==> config.mk <==
export PLATFORM = sky130hd
export DESIGN_NAME = cmts_top
export DESIGN_NICKNAME = d
export VERILOG_FILES = /design/src/rtl/cmts_pkg.sv /design/src/rtl/cmts_tmr_if.sv /design/src/rtl/cmts_chan.sv /design/src/rtl/cmts_timer.sv /design/src/rtl/cmts_top.sv
export SDC_FILE = /design/constraint.sdc
export NUM_CORES = 1
export LEC_CHECK = 0
export ABC_AREA = 1
export BUFFER_PORTS_ARGS = -buffer_cell sky130_fd_sc_hd__buf_2
export CORE_MARGIN = 4
export CORE_UTILIZATION = 25
export DETAILED_ROUTE_END_ITERATION = 8
export GPL_TIMING_DRIVEN = 0
export RECOVER_POWER = 100
export SLEW_MARGIN = 40
export SYNTH_ARGS = -nofsm -noshare
export SYNTH_HDL_FRONTEND = slang
export SYNTH_SLANG_ARGS = --single-unit
export TNS_END_PERCENT = 5
==> constraint.sdc <==
create_clock -name pclk -period 2.4 [get_ports pclk]
set_clock_uncertainty 0.05 [all_clocks]
set_input_delay 0.12 -clock pclk [delete_from_list [all_inputs] [get_ports pclk]]
set_output_delay 0.12 -clock pclk [all_outputs]
set_load 0.005 [all_outputs]
==> src/rtl/cmts_pkg.sv <==
package cmts_pkg;

   // Number of compare channels and the width of the compare path.
   localparam int CMTS_NCH = 2;
   localparam int CMTS_CW = 16;

   // Number of period-timer select fields in the selection register.
   localparam int CMTS_NSEL = 4;

   // Register byte offsets on the APB side.
   localparam logic [7:0] CMTS_OFF_TSEL = 8'h00;
   localparam logic [7:0] CMTS_OFF_TCTRL = 8'h04;
   localparam logic [7:0] CMTS_OFF_TCOUNT = 8'h08;
   localparam logic [7:0] CMTS_OFF_STATUS = 8'h0C;
   localparam logic [7:0] CMTS_OFF_MASK = 8'h10;
   localparam logic [7:0] CMTS_OFF_CH_BASE = 8'h14;
   localparam logic [7:0] CMTS_CH_STRIDE = 8'h08;
   localparam logic [7:0] CMTS_OFF_CH_CMP = 8'h04;

   // Field positions.
   localparam int CMTS_TCTRL_RUN_BIT = 0;
   localparam int CMTS_TCTRL_CLR_BIT = 1;
   localparam int CMTS_CTRL_RST_BIT = 4;
   localparam int CMTS_CTRL_OUT_BIT = 8;

   // Values after reset.
   localparam logic [7:0] CMTS_TSEL_RST = 8'h00;
   localparam logic CMTS_RUN_RST = 1'b1;
   localparam logic [3:0] CMTS_MODE_RST = 4'h0;
   localparam logic [15:0] CMTS_CMP_RST = 16'h0000;
   localparam logic [15:0] CMTS_COUNT_RST = 16'h0000;

   // Compare mode codes held in the channel control register.
   localparam logic [3:0] CMTS_MODE_OFF = 4'h0;
   localparam logic [3:0] CMTS_MODE_TOGGLE = 4'h1;
   localparam logic [3:0] CMTS_MODE_SET = 4'h2;
   localparam logic [3:0] CMTS_MODE_CLEAR = 4'h3;
   localparam logic [3:0] CMTS_MODE_PULSE = 4'h4;
   localparam logic [3:0] CMTS_MODE_EVENT = 4'h5;

   // Period timer select codes.
   localparam logic [1:0] CMTS_SEL_TIMER_A = 2'h0;
   localparam logic [1:0] CMTS_SEL_TIMER_B = 2'h1;
   localparam logic [1:0] CMTS_SEL_TIMER_C = 2'h2;

endpackage : cmts_pkg

==> src/rtl/cmts_tmr_if.sv <==
`timescale 1ns/1ps
interface cmts_tmr_if;
   import cmts_pkg::*;

   // Run enable and synchronous clear toward the timer, count back.
   logic run;
   logic clear;
   logic [CMTS_CW-1:0] count;

   modport tmr_mp (input run, input clear, output count);
   modport user_mp (output run, output clear, input count);
endinterface : cmts_tmr_if

==> src/rtl/cmts_chan.sv <==
`timescale 1ns/1ps
module cmts_chan
   import cmts_pkg::*;
(
   // Clock, reset and freeze.
   input wire logic pclk,
   input wire logic presetn,
   input wire logic ce,
   // Configuration.
   input wire logic [3:0] mode,
   input wire logic rst_en,
   input wire logic [CMTS_CW-1:0] compare_value_pair,
   input wire logic [CMTS_CW-1:0] first_timer_count,
   // Results.
   output logic channel_output_pin,
   output logic match_evt,
   output logic timer_clr_req
);

   typedef struct packed {
      logic out;
      logic prev_eq;
      logic pulse_on;
   } cmts_chan_st_t;

   cmts_chan_st_t s_r;
   cmts_chan_st_t s_nxt;
   logic eq;
   logic rise;
   logic active;

   // Equality is checked every cycle; only the entry into equality counts.
   assign eq = (compare_value_pair == first_timer_count);
   assign rise = eq & ~s_r.prev_eq;
   assign active = (mode == CMTS_MODE_TOGGLE) || (mode == CMTS_MODE_SET) ||
                   (mode == CMTS_MODE_CLEAR) || (mode == CMTS_MODE_PULSE) ||
                   (mode == CMTS_MODE_EVENT);
   assign match_evt = rise & active;
   assign timer_clr_req = match_evt & rst_en;

   // Pin action chosen by the mode field, one action per match.
   always_comb begin
      s_nxt = s_r;
      s_nxt.prev_eq = eq;
      if (s_r.pulse_on) begin
         s_nxt.out = 1'b0;
         s_nxt.pulse_on = 1'b0;
      end
      if (match_evt) begin
         case (mode)
            CMTS_MODE_TOGGLE: s_nxt.out = ~s_r.out;
            CMTS_MODE_SET: s_nxt.out = 1'b1;
            CMTS_MODE_CLEAR: s_nxt.out = 1'b0;
            CMTS_MODE_PULSE: begin
               s_nxt.out = 1'b1;
               s_nxt.pulse_on = 1'b1;
            end
            CMTS_MODE_EVENT: s_nxt.out = s_r.out;
            default: s_nxt.out = s_r.out;
         endcase
      end
   end

   // State register, frozen while the clock enable is low.
   always_ff @(posedge pclk or negedge presetn) begin
      if (!presetn) begin
         s_r <= '0;
      end else if (ce) begin
         s_r <= s_nxt;
      end
   end

   assign channel_output_pin = s_r.out;

endmodule : cmts_chan

==> src/rtl/cmts_timer.sv <==
`timescale 1ns/1ps
module cmts_timer
   import cmts_pkg::*;
(
   // Clock, reset and freeze.
   input wire logic pclk,
   input wire logic presetn,
   input wire logic ce,
   // Timer link.
   cmts_tmr_if.tmr_mp tif
);

   typedef struct packed {
      logic [CMTS_CW-1:0] count;
   } cmts_tmr_st_t;

   cmts_tmr_st_t s_r;
   cmts_tmr_st_t s_nxt;

   // A clear request wins over counting so a match reset is never missed.
   always_comb begin
      s_nxt = s_r;
      if (tif.clear) begin
         s_nxt.count = CMTS_COUNT_RST;
      end else if (tif.run) begin
         s_nxt.count = s_r.count + 16'h0001;
      end
   end

   // State register, frozen while the clock enable is low.
   always_ff @(posedge pclk or negedge presetn) begin
      if (!presetn) begin
         s_r <= '0;
      end else if (ce) begin
         s_r <= s_nxt;
      end
   end

   assign tif.count = s_r.count;

endmodule : cmts_timer

==> src/rtl/cmts_top.sv <==
// How it works
// - Each channel compares its 16-bit compare value with the timer count every cycle.
// - A match toggles, sets, clears, pulses or only signals; may also reset the timer.
// - The 4-bit mode field of the channel control register picks the action.
// - The interrupt flag is set on the same edge that applies the action.
// - The event-only mode leaves the pin alone and only raises the flag.
// - All channels are the same module, built by one generate loop.
// - Each 2-bit select field picks base timer A, B or C; code 11 selects none.
`timescale 1ns/1ps
module cmts_top
   import cmts_pkg::*;
(
   // Clock, reset and freeze.
   input wire logic pclk,
   input wire logic presetn,
   input wire logic ce,
   // APB slave.
   input wire logic psel,
   input wire logic penable,
   input wire logic pwrite,
   input wire logic [7:0] paddr,
   input wire logic [31:0] pwdata,
   output logic [31:0] prdata,
   output logic pready,
   output logic pslverr,
   // Channel outputs.
   output logic [CMTS_NCH-1:0] channel_output_pin,
   output logic [CMTS_NCH-1:0] compare_match_evt,
   output logic irq,
   // Period timer selection.
   output logic [1:0] pwm_ch4_timer_sel,
   output logic [1:0] pwm_ch3_timer_sel,
   output logic [1:0] cmp_ch2_timer_sel,
   output logic [1:0] cmp_ch1_timer_sel,
   output logic [CMTS_NSEL-1:0][2:0] period_timer_onehot
);

   typedef struct packed {
      logic [7:0] tsel;
      logic [CMTS_NSEL-1:0][2:0] onehot;
      logic run;
      logic tclr;
      logic [CMTS_NCH-1:0][3:0] mode;
      logic [CMTS_NCH-1:0] rst_en;
      logic [CMTS_NCH-1:0][CMTS_CW-1:0] cmp;
      logic [CMTS_NCH-1:0] status;
      logic [CMTS_NCH-1:0] mask;
      logic [31:0] prdata;
      logic pslverr;
   } cmts_top_st_t;

   cmts_top_st_t s_r;
   cmts_top_st_t s_nxt;

   // Per-channel results.
   logic [CMTS_NCH-1:0] evt;
   logic [CMTS_NCH-1:0] clr_req;
   logic [CMTS_NCH-1:0] out_lvl;

   // Bus phase decode.
   logic setup_ph;
   logic wr_access;
   logic [31:0] rd_data;
   logic addr_hit;
   logic [CMTS_NCH-1:0] w1c;

   cmts_tmr_if tif ();

   // Byte address of a channel's control register.
   function automatic logic [7:0] ch_ctrl_addr(input int idx);
      logic [7:0] base;
      base = CMTS_OFF_CH_BASE + (8'(idx) * CMTS_CH_STRIDE);
      return base;
   endfunction : ch_ctrl_addr

   // Byte address of a channel's compare value register.
   function automatic logic [7:0] ch_cmp_addr(input int idx);
      logic [7:0] base;
      base = ch_ctrl_addr(idx) + CMTS_OFF_CH_CMP;
      return base;
   endfunction : ch_cmp_addr

   // Decode of one select field into a one-hot timer choice.
   function automatic logic [2:0] sel_decode(input logic [1:0] code);
      logic [2:0] hot;
      case (code)
         CMTS_SEL_TIMER_A: hot = 3'h1;
         CMTS_SEL_TIMER_B: hot = 3'h2;
         CMTS_SEL_TIMER_C: hot = 3'h4;
         default: hot = 3'h0;
      endcase
      return hot;
   endfunction : sel_decode

   // The first timer shared by all channels.
   cmts_timer u_timer (
      .pclk(pclk),
      .presetn(presetn),
      .ce(ce),
      .tif(tif)
   );

   // Timer clear comes from a software strobe or any channel match reset.
   assign tif.run = s_r.run;
   assign tif.clear = s_r.tclr | (|clr_req);

   // One identical compare channel per slot.
   for (genvar g = 0; g < CMTS_NCH; g++) begin : g_ch
      cmts_chan u_chan (
         .pclk(pclk),
         .presetn(presetn),
         .ce(ce),
         .mode(s_r.mode[g]),
         .rst_en(s_r.rst_en[g]),
         .compare_value_pair(s_r.cmp[g]),
         .first_timer_count(tif.count),
         .channel_output_pin(out_lvl[g]),
         .match_evt(evt[g]),
         .timer_clr_req(clr_req[g])
      );
   end

   // Setup phase captures read data; access phase commits a write.
   assign setup_ph = psel & ~penable;
   assign wr_access = psel & penable & pwrite;

   // Address decode and read multiplexer.
   always_comb begin
      rd_data = 32'h0000_0000;
      addr_hit = 1'b0;
      case (paddr)
         CMTS_OFF_TSEL: begin
            rd_data[7:0] = s_r.tsel;
            addr_hit = 1'b1;
         end
         CMTS_OFF_TCTRL: begin
            rd_data[CMTS_TCTRL_RUN_BIT] = s_r.run;
            addr_hit = 1'b1;
         end
         CMTS_OFF_TCOUNT: begin
            rd_data[CMTS_CW-1:0] = tif.count;
            addr_hit = 1'b1;
         end
         CMTS_OFF_STATUS: begin
            rd_data[CMTS_NCH-1:0] = s_r.status;
            addr_hit = 1'b1;
         end
         CMTS_OFF_MASK: begin
            rd_data[CMTS_NCH-1:0] = s_r.mask;
            addr_hit = 1'b1;
         end
         default: begin
            rd_data = 32'h0000_0000;
            addr_hit = 1'b0;
         end
      endcase
      for (int i = 0; i < CMTS_NCH; i++) begin
         if (paddr == ch_ctrl_addr(i)) begin
            rd_data[3:0] = s_r.mode[i];
            rd_data[CMTS_CTRL_RST_BIT] = s_r.rst_en[i];
            rd_data[CMTS_CTRL_OUT_BIT] = out_lvl[i];
            addr_hit = 1'b1;
         end
         if (paddr == ch_cmp_addr(i)) begin
            rd_data[CMTS_CW-1:0] = s_r.cmp[i];
            addr_hit = 1'b1;
         end
      end
   end

   // Write-one-to-clear mask for the status register.
   assign w1c = (wr_access && paddr == CMTS_OFF_STATUS) ? pwdata[CMTS_NCH-1:0] : '0;

   // Register updates.
   always_comb begin
      s_nxt = s_r;
      s_nxt.tclr = 1'b0;
      // Read data and error are captured in the setup cycle.
      if (setup_ph) begin
         s_nxt.prdata = pwrite ? 32'h0000_0000 : rd_data;
         s_nxt.pslverr = ~addr_hit;
      end
      if (wr_access) begin
         case (paddr)
            CMTS_OFF_TSEL: s_nxt.tsel = pwdata[7:0];
            CMTS_OFF_TCTRL: begin
               s_nxt.run = pwdata[CMTS_TCTRL_RUN_BIT];
               s_nxt.tclr = pwdata[CMTS_TCTRL_CLR_BIT];
            end
            CMTS_OFF_MASK: s_nxt.mask = pwdata[CMTS_NCH-1:0];
            default: s_nxt.tsel = s_r.tsel;
         endcase
         for (int i = 0; i < CMTS_NCH; i++) begin
            if (paddr == ch_ctrl_addr(i)) begin
               s_nxt.mode[i] = pwdata[3:0];
               s_nxt.rst_en[i] = pwdata[CMTS_CTRL_RST_BIT];
            end
            if (paddr == ch_cmp_addr(i)) begin
               s_nxt.cmp[i] = pwdata[CMTS_CW-1:0];
            end
         end
      end
      // A match in the clearing cycle keeps its flag set.
      s_nxt.status = (s_r.status & ~w1c) | evt;
      // Timer choice per select field, two bits each from the bottom.
      for (int f = 0; f < CMTS_NSEL; f++) begin
         s_nxt.onehot[f] = sel_decode(s_nxt.tsel[2*f +: 2]);
      end
   end

   // State register, frozen while the clock enable is low.
   always_ff @(posedge pclk or negedge presetn) begin
      if (!presetn) begin
         s_r.tsel <= CMTS_TSEL_RST;
         s_r.onehot <= {CMTS_NSEL{3'h1}};
         s_r.run <= CMTS_RUN_RST;
         s_r.tclr <= 1'b0;
         s_r.mode <= {CMTS_NCH{CMTS_MODE_RST}};
         s_r.rst_en <= '0;
         s_r.cmp <= {CMTS_NCH{CMTS_CMP_RST}};
         s_r.status <= '0;
         s_r.mask <= '0;
         s_r.prdata <= 32'h0000_0000;
         s_r.pslverr <= 1'b0;
      end else if (ce) begin
         s_r <= s_nxt;
      end
   end

   // Bus answers: no wait states except while frozen.
   assign pready = ce;
   assign prdata = s_r.prdata;
   assign pslverr = s_r.pslverr;

   // Channel and interrupt outputs.
   assign channel_output_pin = out_lvl;
   assign compare_match_evt = evt;
   assign irq = |(s_r.status & s_r.mask);

   // Select fields straight from the register.
   assign pwm_ch4_timer_sel = s_r.tsel[7:6];
   assign pwm_ch3_timer_sel = s_r.tsel[5:4];
   assign cmp_ch2_timer_sel = s_r.tsel[3:2];
   assign cmp_ch1_timer_sel = s_r.tsel[1:0];
   assign period_timer_onehot = s_r.onehot;

endmodule : cmts_top

==> impl_metrics.toml <==
[detailed_routing]
wire_per_inst_um = 14.5
drc_errors = 4
vias = 5732
ant_nets = 0
drtPass1Iterations = 9
wl_um = 18800
drt_iter0_drc = 379
viasPerCell = 4.41

[cells_and_area]
multi_input_area_mm2 = 0.00273
fin_nets = 1012
layout.cells.non_filler = 1300
seq_area_mm2 = 0.00268
drive_gt1_frac = 0.184
fillers = 2810
syn_to_final_growth_pct = 17.2
num_antenna_cells = 0

[timing]
worstMarginPinSlew_ps = 1180
rsz0062_at_grt = "false"
achievable-frequency_mhz = 451
hold_violations = 0
layout_min_cycle_time_ps = 2220
setup_slack_ps = 182
period_share = 0.924
max-slew-margin-rel = 0.213
setup_viol = 0
slew_violations = 0

[run]
drv_cap = 0

[grt]
grt_max_degree = 65
overflow = 0
grtUsageTotal = 0.136
grt_pass1_wl_um = 30700
grt_pass1_vias = 5587
grt_antenna_before_repair = 0

[critical_path]
required_ps = 2230
crit_path_end_kind = "output port"
path_class = "reg2out"
worstPathArrival_ps = 2050
startpoint_type = "register"
rrSetupSlack_ps = 310
cp_max_fo = 7

[synth]
ys_ff_latch = 107
ys_top_cells_by_area = "dfrtp_1 (40%), nand2_1 (14%), buf_4 (7.3%)"
ys_warn_count = 0
netlist_instances = 863
synth_flop_cell = "dfrtp_1"
postSynth.asyncResetShare = 1.00
syn_area_per_cell_um2 = 7.46
synthDistinctLibCells = 40
syn_area_mm2 = 0.00644
seq_area_frac_synth = 0.417
yosysMostFrequentCell = "nand2_1"
synth_edf_count = 0
synth_area_leader_cell = "dfrtp_1"
synth_top_area_share = 0.396
ys_top_cells_by_count = "nand2_1 (246), dfrtp_1 (102), inv_1 (99), o21ai_0 (73), buf_4 (63)"

[status]
outcome = "finished, violations left"
violations = "design-rule violations"

[placement]
gp_congestion = 0.897
dpl.hpwl_um = 14400
post-place-ws_ps = 368
io_buffers = 70
dp.cells = 1279

[clocking]
path_clk_slew_ps = 70
numCtsBuffers = 9
cts-root-buf = "clkbuf_16"
cts_num_sinks = 107
cts_tree = "done"
htree_levels = 3
clkLatencyLatePin_ps = 360
cts_setup_buffers = 0
clockBufferDepth = 2

[floorplan]
die-area_mm2 = 0.0284
pin_count = 105
core_area_mm2 = 0.0253
rows = 58
start_util = 0.255
die_w_um = 168
die_y_um = 168

[power]
power_density_mw_per_mm2 = 525
leakage_nw = 3.97
irDropWorstVdd_uv = 276

[worst_hold_path]
hold_path_class = "in2reg"
==> power breakdown <==
part | total [W] | internal [W] | switching [W]
logic | 0.000501 | 0.000225 | 0.000277
registers | 0.00195 | 0.00189 | 0.0000565
clock network | 0.00151 | 0.000838 | 0.000673
total | 0.00396 | 0.00295 | 0.00101
==> worst paths after layout <==
kind	from	endpoint	depth (start not counted)
setup / recovery	u_timer.tif.count[3]	compare_match_evt[1]	10
hold / removal	pwdata[11]	s_r[64]	3
setup reg to reg	u_timer.tif.count[5]	u_timer.tif.count[5]	12
hold reg to reg	prdata[11]	prdata[11]	2
max in group asynchronous	presetn	tif.run	3
min in group asynchronous	presetn	period_timer_onehot[5]	2
==> registers in the layout, indices dropped and copies added (netlist names), 4 cells and up <==
register and cells:
u_timer.tif.count 16, g_ch.u_chan.s_r 4, s_r 47, prdata 16
period_timer_onehot 12
==> metrics by stage <==
step,setup TNS [ps],area [um2],hold WS [ps],total power (W),utilization
5_1_grt,0,7540,23.9,0.00415,0.299
3_5_place_dp,0,7300,-4.77,0.00250,0.289
2_1_floorplan,0,6490,-226,0.00228,-
3_3_place_gp,-19770,7260,349,0.00249,0.287
4_1_cts,0,7640,3.53,0.00403,0.303
6_report,0,7540,10.2,0.00396,0.299
==> cell usage in the layout, fill, tap and decap left out, drive strengths merged, types with 6 or more instances in the layout <==
master,Yosys,layout
o21ai,100,100
o22ai,10,10
inv,112,112
nor3,12,12
nor2,50,50
nand2,251,251
xor2,25,25
a21oi,22,22
conb,1,16
clkbuf,15,74
dfrtp,102,102
o31ai,6,6
nand3,39,39
buf,74,98
nand4,20,20
==> cell type report <==
| class | count | area share |
|---|---|---|
| buffer | 89 | 0.0785 |
| timing repair buffer | 76 | 0.0547 |
| multi-input combinational | 570 | 0.361 |
| sequential | 107 | 0.356 |
| inverter | 112 | 0.0557 |
| clock buffer | 12 | 0.0327 |
| clock inverter | 4 | 0.00663 |
| tap | 330 | 0.0547 |
==> critical path: stages (launching register included) <==
cell and delay (ps):
dfrtp_1 470, inv_1 120, nand2_1 80, nand2_1 50, nor2_1 140, nand2_1 100
nor2_2 200, nand2_1 140, nor2_2 150, clkbuf_4 140, buf_2 100
==> layer usage <==
layer / GRT usage / part of all wire
met5: 0 / 0
met4: 0.0279 / 0.0090
met3: 0.0299 / 0.066
met2: 0.197 / 0.42
met1: 0.207 / 0.51
==> timing repair <==
action                                 CTS  global route
setup endpoints to repair                0             1
endpoints found under the hold margin   49             0
hold buffers                             5             0
resized for setup                        0             1
==> cells by family after synthesis <==
| logic type | share of synthesized area |
|---|---|
| and+or+nand+nor | 0.258 |
| DFF | 0.417 |
| adders and majority gates | 0.00194 |
| xor gates and xnor gates | 0.0340 |
| muxes | 0.00155 |
| other | 0.000582 |
| buffers and inverters | 0.161 |
| AOI/OAI and AO/OA | 0.126 |
No activity file was read; power rests on OpenSTA's default activity.
